[config.mk]
export PLATFORM = sky130hd
export DESIGN_NAME = source_current_advert_policy
export DESIGN_NICKNAME = d
export VERILOG_FILES = /design/src/common/advert_policy_pkg.sv /design/src/verilog/stable_timer.sv /design/src/verilog/source_current_advert_policy.sv
export SDC_FILE = /design/constraint.sdc
export NUM_CORES = 1
export LEC_CHECK = 0
export BUFFER_PORTS_ARGS = -buffer_cell sky130_fd_sc_hd__buf_2
export CAP_MARGIN = 20
export CORE_ASPECT_RATIO = 1.75
export CORE_MARGIN = 4
export CORE_UTILIZATION = 35
export CTS_BUF_LIST = sky130_fd_sc_hd__clkbuf_16
export DETAILED_ROUTE_END_ITERATION = 8
export HOLD_SLACK_MARGIN = 0.15
export SYNTH_ARGS = -nofsm -noshare
export SYNTH_HDL_FRONTEND = slang
export SYNTH_SLANG_ARGS = --single-unit
[constraint.sdc]
create_clock -name clk -period 5.05 [get_ports clk]
set_input_delay 0.2525 -clock clk [delete_from_list [all_inputs] [get_ports clk]]
set_output_delay 0.2525 -clock clk [all_outputs]
set_load 0.01 [all_outputs]
[src/common/advert_policy_pkg.sv]
// Constants and types shared by the source current advertisement policy
package advert_policy_pkg;

  // ==========================================================================
  // Current levels, in units of 100 mA
  localparam int unsigned CUR_W         = 6;
  localparam logic [5:0]  CUR_1A5       = 6'h0f;
  localparam logic [5:0]  CUR_3A0       = 6'h1e;
  localparam logic [5:0]  CUR_5A0       = 6'h32;

  // ==========================================================================
  // Pull-up termination codes
  localparam logic [1:0]  TERM_DEFAULT  = 2'h0;
  localparam logic [1:0]  TERM_1A5      = 2'h1;
  localparam logic [1:0]  TERM_3A0      = 2'h2;

  // ==========================================================================
  // Timing
  localparam int unsigned CLK_FREQ_HZ   = 25000000;
  localparam int unsigned VBUS_STABLE_US = 100;
  localparam int unsigned VBUS_STABLE_CYC =
    (VBUS_STABLE_US * (CLK_FREQ_HZ / 1000000));

  // ==========================================================================
  // Port connection states
  typedef enum logic [4:0] {
    ST_DETACHED = 5'b00001,
    ST_POWERING = 5'b00010,
    ST_READY    = 5'b00100,
    ST_CONTRACT = 5'b01000,
    ST_DISCOVER = 5'b10000
  } port_state_t;

endpackage

[src/verilog/stable_timer.sv]
// Counts a settling delay after start and holds done until cleared
`timescale 1ns/1ps

module stable_timer #(
  parameter int unsigned COUNT = 2500
) (
  // Clock and reset
  input  wire logic clk,
  input  wire logic reset_n,
  input  wire logic clk_en,
  // Control
  input  wire logic run,
  output logic      done
);

  localparam int unsigned CW = $clog2(COUNT + 1);
  logic [CW-1:0] count;

  initial begin
    if (COUNT < 1) $error("stable_timer COUNT must be at least 1");
  end

  // ==========================================================================
  // Counter restarts whenever run drops
  always_ff @(posedge clk or negedge reset_n) begin
    if (!reset_n) begin
      count <= '0;
      done  <= 1'b0;
    end else if (clk_en) begin
      if (!run) begin
        count <= '0;
        done  <= 1'b0;
      end else if (count == CW'(COUNT - 1)) begin
        done <= 1'b1;
      end else begin
        count <= count + CW'(1);
      end
    end
  end

endmodule

[src/verilog/source_current_advert_policy.sv]
// Source port policy: current advertisement, VBUS gating, PD gating
`timescale 1ns/1ps

module source_current_advert_policy
  import advert_policy_pkg::*;
#(
  parameter int unsigned STABLE_CYC = VBUS_STABLE_CYC
) (
  // Clock and reset
  input  wire logic              clk,
  input  wire logic              reset_n,
  input  wire logic              clk_en,
  // Static configuration
  input  wire logic [CUR_W-1:0]  supply_capability,
  input  wire logic              captive_cable,
  input  wire logic              pd_supported,
  input  wire logic              high_voltage_capable,
  input  wire logic              role_swap_capable,
  input  wire logic              always_on_vbus,
  input  wire logic [CUR_W-1:0]  captive_cable_limit,
  // Channel comparator pins (asynchronous)
  input  wire logic              sink_attached_pin,
  input  wire logic              channel_open_level_pin,
  input  wire logic              vbus_good_pin,
  // PD controller events
  input  wire logic              contract_active,
  input  wire logic              first_ps_rdy_goodcrc,
  input  wire logic              identity_done,
  input  wire logic [CUR_W-1:0]  identity_cable_limit,
  // Proprietary method request
  input  wire logic              prop_request,
  input  wire logic [CUR_W-1:0]  prop_current,
  input  wire logic              prop_voltage_change,
  input  wire logic              prop_role_change,
  // Outputs to analog front end and PD controller
  output logic [1:0]             source_pullup_termination,
  output logic                   vbus_enable,
  output logic                   pd_tx_allowed,
  output logic                   pd_biphase_enable,
  output logic                   discover_identity_req,
  output logic                   legacy_negotiation_allowed,
  output logic [CUR_W-1:0]       advertised_limit,
  output logic                   prop_accept
);

  port_state_t   state;
  port_state_t   next_state;
  logic [1:0]    attach_sync;
  logic [1:0]    open_sync;
  logic [1:0]    vbus_sync;
  logic          attached;
  logic          vbus_stable;
  logic          cable_known;
  logic [CUR_W-1:0] cable_limit;
  logic [CUR_W-1:0] next_limit;
  logic [1:0]    next_term;
  logic          pd_only;

  initial begin
    if (STABLE_CYC < 1) $error("STABLE_CYC must be at least 1");
  end

  // Highest termination a current limit can support
  function automatic logic [1:0] term_for(input logic [CUR_W-1:0] cur);
    if (cur >= CUR_3A0) begin
      term_for = TERM_3A0;
    end else if (cur >= CUR_1A5) begin
      term_for = TERM_1A5;
    end else begin
      term_for = TERM_DEFAULT;
    end
  endfunction

  // ==========================================================================
  // Pin synchronisers
  always_ff @(posedge clk or negedge reset_n) begin
    if (!reset_n) begin
      attach_sync <= 2'h0;
      open_sync   <= 2'h3;
      vbus_sync   <= 2'h0;
    end else if (clk_en) begin
      attach_sync <= {attach_sync[0], sink_attached_pin};
      open_sync   <= {open_sync[0], channel_open_level_pin};
      vbus_sync   <= {vbus_sync[0], vbus_good_pin};
    end
  end

  // Open level on the channel overrides a stale attach indication
  assign attached = attach_sync[1] & ~open_sync[1];

  // ==========================================================================
  // VBUS settling timer
  stable_timer #(
    .COUNT (STABLE_CYC)
  ) u_stable (
    .clk     (clk),
    .reset_n (reset_n),
    .clk_en  (clk_en),
    .run     (vbus_enable & vbus_sync[1]),
    .done    (vbus_stable)
  );

  // ==========================================================================
  // Connection state machine
  always_comb begin
    next_state = state;
    case (state)
      ST_DETACHED: begin
        if (attached) begin
          next_state = ST_POWERING;
        end
      end
      ST_POWERING: begin
        if (!attached) begin
          next_state = ST_DETACHED;
        end else if (vbus_stable) begin
          next_state = ST_READY;
        end
      end
      ST_READY: begin
        if (!attached) begin
          next_state = ST_DETACHED;
        end else if (supply_capability > CUR_3A0 && pd_supported && !cable_known) begin
          next_state = ST_DISCOVER;
        end else if (contract_active && first_ps_rdy_goodcrc) begin
          next_state = ST_CONTRACT;
        end
      end
      ST_DISCOVER: begin
        if (!attached) begin
          next_state = ST_DETACHED;
        end else if (identity_done) begin
          next_state = ST_READY;
        end
      end
      ST_CONTRACT: begin
        if (!attached) begin
          next_state = ST_DETACHED;
        end else if (!contract_active) begin
          next_state = ST_READY;
        end
      end
      default: begin
        next_state = ST_DETACHED;
      end
    endcase
  end

  always_ff @(posedge clk or negedge reset_n) begin
    if (!reset_n) begin
      state <= ST_DETACHED;
    end else if (clk_en) begin
      state <= next_state;
    end
  end

  // ==========================================================================
  // Cable capability learned from Discover Identity
  always_ff @(posedge clk or negedge reset_n) begin
    if (!reset_n) begin
      cable_known <= 1'b0;
      cable_limit <= '0;
    end else if (clk_en) begin
      if (state == ST_DETACHED) begin
        cable_known <= 1'b0;
        cable_limit <= '0;
      end else if (state == ST_DISCOVER && identity_done) begin
        cable_known <= 1'b1;
        cable_limit <= identity_cable_limit;
      end
    end
  end

  // ==========================================================================
  // Advertised current limit
  always_comb begin
    next_limit = supply_capability;
    if (captive_cable) begin
      if (next_limit > captive_cable_limit) begin
        next_limit = captive_cable_limit;
      end
      if (next_limit > CUR_5A0) begin
        next_limit = CUR_5A0;
      end
    end else if (cable_known) begin
      if (next_limit > cable_limit) begin
        next_limit = cable_limit;
      end
    end else if (next_limit > CUR_3A0) begin
      next_limit = CUR_3A0;
    end
  end

  // Termination follows capability; contract forces at least 1.5 A
  always_comb begin
    next_term = term_for(next_limit);
    if (next_state == ST_CONTRACT && next_term == TERM_DEFAULT) begin
      next_term = TERM_1A5;
    end
  end

  // Termination is always driven, so PD or BC never replaces it
  always_ff @(posedge clk or negedge reset_n) begin
    if (!reset_n) begin
      source_pullup_termination <= TERM_DEFAULT;
      advertised_limit          <= '0;
    end else if (clk_en) begin
      source_pullup_termination <= next_term;
      advertised_limit          <= next_limit;
    end
  end

  // ==========================================================================
  // VBUS gating
  always_ff @(posedge clk or negedge reset_n) begin
    if (!reset_n) begin
      vbus_enable <= 1'b0;
    end else if (clk_en) begin
      if (captive_cable && !pd_supported && always_on_vbus) begin
        vbus_enable <= 1'b1;
      end else begin
        vbus_enable <= (next_state != ST_DETACHED);
      end
    end
  end

  // ==========================================================================
  // PD messaging permissions
  assign pd_only = high_voltage_capable | role_swap_capable;

  always_ff @(posedge clk or negedge reset_n) begin
    if (!reset_n) begin
      pd_tx_allowed              <= 1'b0;
      pd_biphase_enable          <= 1'b0;
      discover_identity_req      <= 1'b0;
      legacy_negotiation_allowed <= 1'b0;
    end else if (clk_en) begin
      // Held off one cycle on contract entry so the new termination lands first
      pd_tx_allowed <= pd_supported && (state == next_state) &&
                       (state == ST_READY || state == ST_CONTRACT ||
                        state == ST_DISCOVER);
      pd_biphase_enable <= pd_supported;
      discover_identity_req <= (next_state == ST_DISCOVER);
      legacy_negotiation_allowed <= !pd_only && (next_state != ST_DETACHED);
    end
  end

  // ==========================================================================
  // Proprietary charging requests
  always_ff @(posedge clk or negedge reset_n) begin
    if (!reset_n) begin
      prop_accept <= 1'b0;
    end else if (clk_en) begin
      prop_accept <= prop_request && !pd_only &&
                     !prop_voltage_change && !prop_role_change &&
                     (state == ST_READY) &&
                     (prop_current <= CUR_3A0 ||
                      (captive_cable && prop_current <= captive_cable_limit &&
                       prop_current <= CUR_5A0));
    end
  end

endmodule

==> run metrics, run 1 <==
status=finished clean; Clock Pin Slew Worst Setup and Hold Paths=70 ps; EDFF count, synth=0; ys flop type=dfrtp_1; Ports=55; Slew @ Worst Pin=995.1 ps; Leakage=1.576 nW; worst-skew pair later-pin latency=290 ps; routed len/inst=16.65 µm; initial antenna violation count=0; Detailed Routing Iterations Pass 1=4; leading area contributor after synthesis=dfrtp_1; Slew Limit Fails=0; first-pass GRT wire length=12.59 mm; vias per cell=5.642; Area contributors post-synth=dfrtp_1 37%, ha_1 8.3%, nor2_1 5.0%; Fillers=810; clk root buf=clkbuf_16; Switching Power=0.3747 mW; crit-path max cell delay=450 ps; cell row count=43; register area=1130 µm²; Max H-tree Level=2; min cycle time layout=2818 ps; Pwr Total=1.098 mW; post-synthesis instance area=2866 µm²; Residual DRC=0; Die Span Y=127.7 µm; Synth Area in Adders=0.08293; hold_ws=194.5 ps; fmax=354.8 MHz; total routed wirelength=7.677 mm; Worst setup SP type=flip-flop; Initial Util=0.3600; combinational family with the most area after synthesis=compound AO/OA/AOI/OAI gates; diode count=0; P per Cell Area=324.2 nW/µm²; Clk pwr share=0.295; hpwl dp=6.121 mm; Die ar.=9759 µm²; GRT Util Overall=0.1626; Core ar.=7963 µm²; area grow syn2layout=18.16%; RSZ-0062 raised after global routing=no; non-filler cells, final=461; Slew HR=0.3366; min-delay worst type=input pin to flip-flop; GRT Residual Overflow=0; post-synthesis async set-or-reset flop share=1.000; WP data required=5230 ps; port bufs=54; Post-Synth Simple-Gate Area=0.1916; CP max-delay cell=a31oi_2; CTS Sinks=45; CTS tree=yes; max-cap violations=0; xor-xnor portion of the synthesized cell area=0.02750; syn_nets=377; placed cell count=451; sequential area share after synthesis=0.3942; post-cts sizing count=0; Seq pwr share=0.413; combinational share of power=0.292; DIE WIDTH=76.41 µm; endpoints failing hold=0; endpoint class of the critical path=flip-flop; Mapped Cells=317; vias in the first global route=2602; Synth cell types=55; gpl congestion=0.8663; final core utilization=0.4254; fin worst setup slack=2232 ps; crit path DAT=3000 ps; worst-path maximum fanout=9; buffer count from post-CTS setup fixing=0; CP top delay family=compound AO/OA/AOI/OAI gates; WP buf/inv=1; Bufs on Longest Clock Path=2; Peak VDD IR=172.8 µV; largest net degree at the start of global routing=46; CTS Buf Count=5; yosys warns=0; Area after DPL=3211 µm²; P_int=0.7235 mW; sum of negative setup slack=0 ps; ANT nets after route=0; period utilisation layout=0.5581; Layout Cell Area excl Fill=3387 µm²; Synth Register Bits=45; Nets=430; multi-input logic area=1615 µm²; post-cts hold buffer count=0; final setup fails=0; Crit Path Class=flip-flop to flip-flop; mux share of post-synthesis cell area=0.04889; worst clock skew=7.497 ps; Starting DRT DRC Count=133; Synth Area in Compound Gates=0.2126; Place WS=2192 ps; Avg Cell Area, Syn=9.043 µm²; total number of vias=2601; layout cell share with drive strength beyond 1=0.2237; Yosys top cell area share=0.3667; crit-path cells=inv_1 > ha_1 > nand4_1 > o21bai_1 > a31oi_2 > nor2_1 > a311oi_4 > nor4_1 > a311o_1 > a32o_1; Switching Fraction=0.3412
-- cells in the mapped netlist (2+ instances only) --
cell type / instances
dfrtp_1: 42
nor2_1: 38
o21ai_0: 27
inv_1: 21
nand3_1: 20
ha_1: 19
nand2_1: 19
a21oi_1: 16
clkbuf_1: 8
mux2_2: 8
nand4_1: 7
xor2_1: 7
a31oi_1: 6
o21a_1: 6
mux2i_1: 5
nor2b_1: 5
nor3_1: 5
a22o_1: 4
a21o_1: 3
and3_1: 3
dfstp_2: 3
nor4_1: 3
o22ai_1: 3
a41oi_1: 2
and2_1: 2
nor4b_1: 2
o21bai_1: 2
o2bb2ai_1: 2
o31ai_1: 2
xnor2_1: 2
-- sequential cells by signal, summed over array words and instances, names as in the netlist --
signal	count
advertised_limit	6
attach_sync	2
cable_known	1
cable_limit	6
discover_identity_req	1
legacy_negotiation_allowed	1
open_sync	2
pd_biphase_enable	1
pd_tx_allowed	1
prop_accept	1
source_pullup_termination	2
state	5
u_stable.count	12
u_stable.done	1
vbus_enable	1
vbus_sync	2
-- placed cells by master (no fill, tap or decap), types with 2 or more instances in the layout --
cell and instances:
dfrtp_1 42, and2_1 2, nand3_1 20, inv_1 21, xor2_1 7, nand4_1 7
ha_1 19, o21bai_1 2, o21ai_0 27, dfstp_2 3, a41oi_1 2, o2bb2ai_1 2
a21oi_1 16, a21o_1 3, o21a_1 6, xnor2_1 2, nor4_1 3, a31oi_1 6
nor2_1 38, o22ai_1 3, o31ai_1 2, clkbuf_16 5, and3_1 3, nor2b_1 5
mux2_2 8, buf_2 54, nand2_1 19, nor3_1 5, nor4b_1 2, mux2i_1 5
a22o_1 4
-- worst register-to-register path: stages (launching register included) --
cell,delay [ps]
dfrtp_1,350
inv_1,60
ha_1,320
nand4_1,150
o21bai_1,210
a31oi_2,450
nor2_1,160
a311oi_4,330
nor4_1,110
a311o_1,320
a32o_1,240
-- routing by layer --
layer / share of wire / GRT usage / up-vias
li1: - / - / 1253
met1: 0.35 / 0.1621 / 1267
met2: 0.59 / 0.3276 / 64
met3: 0.031 / 0.02250 / 17
met4: 0.030 / 0.06937 / 0
met5: 0 / 0 / -
-- final timing paths --
path	startpoint	to	slack, ps	depth (start not counted)
max	cable_limit[5]$_DFFE_PN0P_	source_pullup_termination[0]$_DFFE_PN0P_	2230	10
max in group asynchronous	reset_n	state[0]$_DFFE_PN1P_	4080	3
min in group asynchronous	reset_n	attach_sync[1]$_DFFE_PN0P_	420	2
max reg2reg	cable_limit[5]$_DFFE_PN0P_	source_pullup_termination[0]$_DFFE_PN0P_	2230	10
min reg2reg	prop_accept$_DFFE_PN0P_	prop_accept$_DFFE_PN0P_	490	1
min	identity_cable_limit[2]	cable_limit[2]$_DFFE_PN0P_	190	3
-- area by class of cell --
cell class,count,area share
clock buffers,5,0.03694
clock inverters,3,0.006280
inverters,22,0.02438
multi-input cells,240,0.4769
flip-flops and latches,45,0.3336
well taps,90,0.03325
repair buffers,56,0.08866
-- cell families (layout without fill, tap and decap cells) --
group | count (synthesis) | after routing
buf+inv | 32 | 86
compound gates | 87 | 87
flops | 45 | 45
xor+xnor | 9 | 9
simple gates | 112 | 112
fa+ha+maj | 19 | 19
mux | 13 | 13
-- power by group through the flow --
stage          logic, mW  registers, mW  clock network (mW)
2_1_floorplan      0.207          0.454                   0
3_3_place_gp       0.318          0.458                   0
3_5_place_dp       0.321          0.461                   0
4_1_cts            0.323          0.454               0.336
5_1_grt            0.360          0.461               0.346
6_report           0.321          0.453               0.324
No activity file was read; power rests on OpenSTA's default activity.
==> run 2, diff against run 1 <==
clock period = 2.7 ns   (was 5.05 ns; I/O delays follow)
==> run 2 against run 1 <==
Die area unchanged. Clock power increased by 86%. Via count increased by 4.2%. First-iteration DRC count decreased by 1.5%. Count of clock-buffer cells in the layout unchanged. Core utilization increased by 4.1 points. Combinational power increased by 140%. Sequential share of layout area decreased by 2.9 points. Sequential power increased by 87%. Power increased by 100%. Critical endpoint unchanged. Largest cell class unchanged. Highest routed layer unchanged.
==> run metrics, run 2 (synthesized netlist as in run 1, its figures left out) <==
origin of the worst setup path=cable_limit[3]$_DFFE_PN0P_; routed len/inst=16.48 µm (-1.0%); total number of vias=2709 (+4.2%); GRT Util Overall=0.1671 (+0.004512); min-delay worst type=input pin to flip-flop; Nets=458 (+6.5%); Leakage=1.713 nW (+8.6%); layout cell share with drive strength beyond 1=0.2782 (+0.05448); status=finished clean; endpoint of the worst register-to-register path=source_pullup_termination[0]$_DFFE_PN0P_; Ports=55 (unchanged); port bufs=54 (unchanged); gpl congestion=0.8582 (-0.94%); Worst setup SP type=flip-flop; WP buf/inv=1 (unchanged); P per Cell Area=595.1 nW/µm² (+84%); fmax=379.4 MHz (+6.9%); CP max-delay cell=a311oi_2; Die Span Y=127.7 µm (unchanged); Bufs on Longest Clock Path=2 (unchanged); Detailed Routing Iterations Pass 1=4 (unchanged); Die ar.=9759 µm² (unchanged); CTS Buf Count=5 (unchanged); max-cap violations=0 (unchanged); GRT Residual Overflow=0 (unchanged); worst-path maximum fanout=6 (-3); Slew Limit Fails=0 (unchanged); ANT nets after route=0 (unchanged); register area=1130 µm² (unchanged); Slew HR=0.5721 (+0.2355); most frequent cells in the layout=54 x buf_2, 42 x dfrtp_1, 36 x nor2_1, 26 x o21ai_0, 20 x nand3_1; initial antenna violation count=0 (unchanged); Crit Path Class=flip-flop to flip-flop; multi-input logic area=1699 µm² (+5.2%); CP top delay family=compound AO/OA/AOI/OAI gates; Top Registers=u_stable.count x12, advertised_limit x6, cable_limit x6; crit path DAT=2820 ps (-180 ps); Initial Util=0.3600 (unchanged); first-pass GRT wire length=12.84 mm (+2.0%); total routed wirelength=8.061 mm (+5.0%); Fillers=789 (-2.6%); endpoint class of the critical path=flip-flop; Clock Pin Slew Worst Setup and Hold Paths=70 ps (about the same); crit-path cells=inv_1 > ha_4 > nand4_1 > o21bai_4 > a31oi_4 > nor2_2 > a311oi_2 > nor4_2 > a311o_1 > a32o_1; DIE WIDTH=76.41 µm (unchanged); flop-to-flop setup slack=60 ps (-2170 ps); Core ar.=7963 µm² (unchanged); endpoints failing hold=0 (unchanged); Peak VDD IR=252.7 µV (+46%); most flop-heavy register=u_stable.count; diode count=0 (unchanged); clk root buf=clkbuf_16; cell row count=43 (unchanged); period utilisation layout=0.9761 (+0.4180); final core utilization=0.4661 (+0.04070); Max H-tree Level=2 (unchanged); worst clock skew=7.730 ps (+0.2329 ps); Starting DRT DRC Count=131 (-1.5%); final setup fails=0 (unchanged); worst r2r path cells=10 (unchanged); crit-path max cell delay=380 ps (-70 ps); vias per cell=5.540 (-1.8%); Critical Path End=source_pullup_termination[0]$_DFFE_PN0P_; largest net degree at the start of global routing=46 (unchanged); WP data required=2880 ps (-2350 ps); Residual DRC=0 (unchanged); area grow syn2layout=29.46%; min cycle time layout=2636 ps (-182.8 ps); Slew @ Worst Pin=641.8 ps (-353.2 ps); flip-flop count of the largest register after layout=12 (unchanged); Crit path depth=10 (unchanged); CTS Sinks=45 (unchanged); CTS tree=yes; RR Startpoint=cable_limit[3]$_DFFE_PN0P_; vias in the first global route=2659 (+2.2%); worst-skew pair later-pin latency=290 ps (about the same); commonest non-fill, non-tap cell in the layout=buf_2; hpwl dp=6.132 mm (+0.17%); Pwr Total=2.209 mW (+100%)
-- run 2: cell count changes in the layout (fill, tap and decap cells not counted), moves of 2 or more --
cell and change:
buf_4 +15, dlygate4sd3_1 +12, ha_1 -3, ha_4 +3, inv_1 -2, inv_2 +2, nor2_1 -2, nor2_2 +2
-- run 2: metrics by stage --
| step | instances | setup slack [ps] | TNS, ps | cell area, µm² | hold WS (ps) |
|---|---|---|---|---|---|
| floorplan | 317 | 127.9 | 0 | 2867 | -160.6 |
| global placement | 463 | 92.79 | 0 | 3301 | 370.8 |
| detailed placement | 463 | 13.73 | 0 | 3301 | 371.8 |
| CTS | 484 | 8.845 | 0 | 3573 | 175.0 |
| global route | 489 | -32.81 | -32.81 | 3711 | 199.7 |
| finish | 489 | 64.49 | 0 | 3711 | 179.2 |
-- run 2: per-layer routing --
metal | wire [µm] | vias up | track usage
met5 | 0 | - | 0
met4 | 372 | 0 | 0.09392
met3 | 313 | 20 | 0.02532
met2 | 4356 | 84 | 0.3188
met1 | 3018 | 1294 | 0.1712
li1 | - | 1311 | -
-- run 2: final cells by class --
cell class | instances | share of cell area
multi-input cells | 240 | 0.4579
flip-flops and latches | 45 | 0.3044
repair buffers | 84 | 0.1467
clock buffers | 5 | 0.03372
well taps | 90 | 0.03034
inverters | 22 | 0.02225
clock inverters | 3 | 0.004720
-- run 2: where the power goes --
group | total, mW | internal [mW] | switching (mW)
clock | 0.604 | 0.340 | 0.264
sequential | 0.847 | 0.769 | 0.0782
combinational | 0.757 | 0.336 | 0.421
total | 2.21 | 1.44 | 0.764
-- run 2: repair_timing --
action / CTS / global route
resized for setup: 0 / 16
endpoints found under the hold margin: 53 / 0
setup buffers: 0 / 4
hold buffers: 13 / 0
setup endpoints to repair: 0 / 1
-- run 2: worst min-delay path by stage --
stage | from | endpoint | slack [ps] | depth (start not counted)
6_report | pd_supported | pd_biphase_enable$_DFFE_PN0P_ | 180 | 3
5_1_grt | pd_supported | pd_biphase_enable$_DFFE_PN0P_ | 200 | 3
4_1_cts | pd_supported | pd_biphase_enable$_DFFE_PN0P_ | 170 | 3
3_5_place_dp | reset_n | vbus_sync[1]$_DFFE_PN0P_ | 370 | 1
3_3_place_gp | reset_n | vbus_sync[1]$_DFFE_PN0P_ | 370 | 1
2_1_floorplan | reset_n | advertised_limit[0]$_DFFE_PN0P_ | -160 | 0
-- run 2: worst reg2reg max path, delay by kind of cell (launching register included) --
family | cells | cell delay (ps)
and+or+nand+nor | 3 | 290
DFF | 1 | 350
adders and majority gates | 1 | 280
AOI/OAI and AO/OA | 5 | 1510
buffers and inverters | 1 | 90
==> run 3, diff against run 2 <==
CAP_MARGIN = 5   (was 20)
CORE_UTILIZATION = 36   (was 35)
==> run 3 against run 2 <==
Cell area fell by 2.0%. Count of clock-buffer cells in the layout did not move. Sequential power barely moved. First-iteration DRC count fell by 2.3%. Sequential share of layout area rose by 0.63 points. Register-to-register slack improved by 50 ps. Cell count fell by 0.82%. Largest power group unchanged. Fmax rose by 1.8%. Critical path depth did not move. Hold slack improved by 10 ps. Global-route usage rose by 1.1 points. Largest cell class unchanged.
==> run metrics, run 3 (synthesized netlist as in run 1, its figures left out) <==
status=finished clean; gpl congestion=0.8567 (-0.17%); P per Cell Area=600.3 nW/µm² (+0.87%); worst-path maximum fanout=6 (unchanged); area grow syn2layout=26.84%; WP data required=2880 ps (about the same); ANT nets after route=0 (unchanged); Slew Limit Fails=0 (unchanged); min cycle time layout=2589 ps (-46.15 ps); routed len/inst=16.37 µm (-0.70%); CP max-delay cell=dfrtp_1; Starting DRT DRC Count=128 (-2.3%); largest net degree at the start of global routing=46 (unchanged); flip-flop count of the largest register after layout=12 (unchanged); Slew HR=0.3358 (-0.2363); Leakage=1.690 nW (-1.3%); Detailed Routing Iterations Pass 1=4 (unchanged); Crit Path Class=flip-flop to flip-flop; multi-input logic area=1653 µm² (-2.7%); endpoints failing hold=0 (unchanged); Die ar.=9511 µm² (-2.5%); port bufs=54 (unchanged); layout cell share with drive strength beyond 1=0.2519 (-0.02631); Slew @ Worst Pin=996.3 ps (+354.5 ps); Bufs on Longest Clock Path=2 (unchanged); hpwl dp=6.123 mm (-0.14%); first-pass GRT wire length=13.03 mm (+1.5%); Ports=55 (unchanged); origin of the worst setup path=cable_limit[5]$_DFFE_PN0P_; endpoint class of the critical path=flip-flop; period utilisation layout=0.9590 (-0.01709); diode count=0 (unchanged); Die Span Y=126.0 µm (-1.3%); fmax=386.2 MHz (+1.8%); worst-skew pair later-pin latency=290 ps (about the same); Nets=456 (-0.44%); cell row count=42 (-2.3%); crit-path cells=inv_1 > ha_1 > nand4_1 > o21bai_4 > a31oi_4 > nor2_1 > a211oi_2 > a21oi_1 > a311o_1 > a32o_1; WP buf/inv=1 (unchanged); CP top delay family=compound AO/OA/AOI/OAI gates; Peak VDD IR=308.3 µV (+22%); RR Startpoint=cable_limit[5]$_DFFE_PN0P_; crit path DAT=2770 ps (-50 ps); Initial Util=0.3736 (+0.01362); initial antenna violation count=0 (unchanged); most flop-heavy register=u_stable.count; GRT Residual Overflow=0 (unchanged); vias per cell=5.480 (-1.1%); final setup fails=0 (unchanged); vias in the first global route=2748 (+3.3%); Clock Pin Slew Worst Setup and Hold Paths=70 ps (about the same); Max H-tree Level=2 (unchanged); crit-path max cell delay=350 ps (-30 ps); clk root buf=clkbuf_16; CTS tree=yes; Residual DRC=0 (unchanged); worst clock skew=7.025 ps (-0.7050 ps); CTS Buf Count=5 (unchanged); worst hold start=always_on_vbus; max-cap violations=0 (unchanged); min-delay worst type=input pin to flip-flop; Top Registers=u_stable.count x12, advertised_limit x6, cable_limit x6; register area=1130 µm² (unchanged); Fillers=741 (-6.1%); Worst setup SP type=flip-flop; CTS Sinks=45 (unchanged); total routed wirelength=7.939 mm (-1.5%); total number of vias=2658 (-1.9%); most frequent cells in the layout=54 x buf_2, 42 x dfrtp_1, 38 x nor2_1, 26 x o21ai_0, 21 x inv_1; final core utilization=0.4739 (+0.007848); DIE WIDTH=75.46 µm (-1.2%); hold_ws=189.6 ps (+10.40 ps); GRT Util Overall=0.1780 (+0.01092); commonest non-fill, non-tap cell in the layout=buf_2; Core ar.=7672 µm² (-3.6%)
## run 3: cell count changes in the layout (fill, tap and decap cells not counted), sizes merged
cell | before | now
buf | 71 | 68
clkinv | 3 | 2
dlygate4sd3 | 13 | 14
inv | 21 | 22
## run 3: metrics by stage
stage	instance area [µm²]	setup WS, ps	instances	power (mW)	setup TNS [ps]
after floorplan	2867	127.9	317	1.236	0
after global placement	3283	43.59	459	1.486	0
after detailed placement	3283	-20.17	459	1.499	-20.17
after CTS	3577	30.58	481	2.147	0
after global routing	3636	-36.12	485	2.314	-36.12
final	3636	110.6	485	2.183	0
## run 3: power breakdown
part | internal, mW | total, mW | switching (mW)
Combinational | 0.320 | 0.720 | 0.400
Clock | 0.343 | 0.612 | 0.269
Sequential | 0.769 | 0.850 | 0.0813
## run 3: worst paths after layout
kind                                                             to  cells after the start  slack (ps)
setup / recovery           source_pullup_termination[0]$_DFFE_PN0P_                     10         110
hold / removal                              vbus_enable$_DFFE_PN0P_                      3         190
setup reg to reg           source_pullup_termination[0]$_DFFE_PN0P_                     10         110
hold reg to reg                   discover_identity_req$_DFFE_PN0P_                      1         480
max in group asynchronous                      state[2]$_DFFE_PN0P_                      2        1530
min in group asynchronous             u_stable.count[9]$_DFFE_PN0P_                      2         550
## run 3: tightest hold or removal path: stages
cell and delay, ps:
buf_2 100, a31oi_1 80, a21oi_1 130
## run 3: routing by layer
layer / part of all wire / vias up / wire (µm) / track usage
li1: - / 1309 / - / -
met1: 0.37 / 1278 / 2926 / 0.1914
met2: 0.57 / 62 / 4524 / 0.3291
met3: 0.040 / 9 / 318 / 0.03349
met4: 0.021 / 0 / 170 / 0.06282
met5: 0 / - / 0 / 0
## run 3: repair_timing
| action | CTS | global route |
|---|---|---|
| setup endpoints to repair | 1 | 1 |
| setup buffers | 0 | 4 |
| endpoints found under the hold margin | 54 | 0 |
| pin swaps | 0 | 2 |
| gates resized for setup | 1 | 7 |
| hold buffers | 14 | 0 |
## run 3: area by class of cell
cell class	count	area share
Clock buffer	5	0.03441
Clock inverter	3	0.005506
Inverter	22	0.02271
Multi-Input combinational cell	240	0.4546
Sequential cell	45	0.3107
Tap cell	88	0.03028
Timing Repair Buffer	82	0.1418
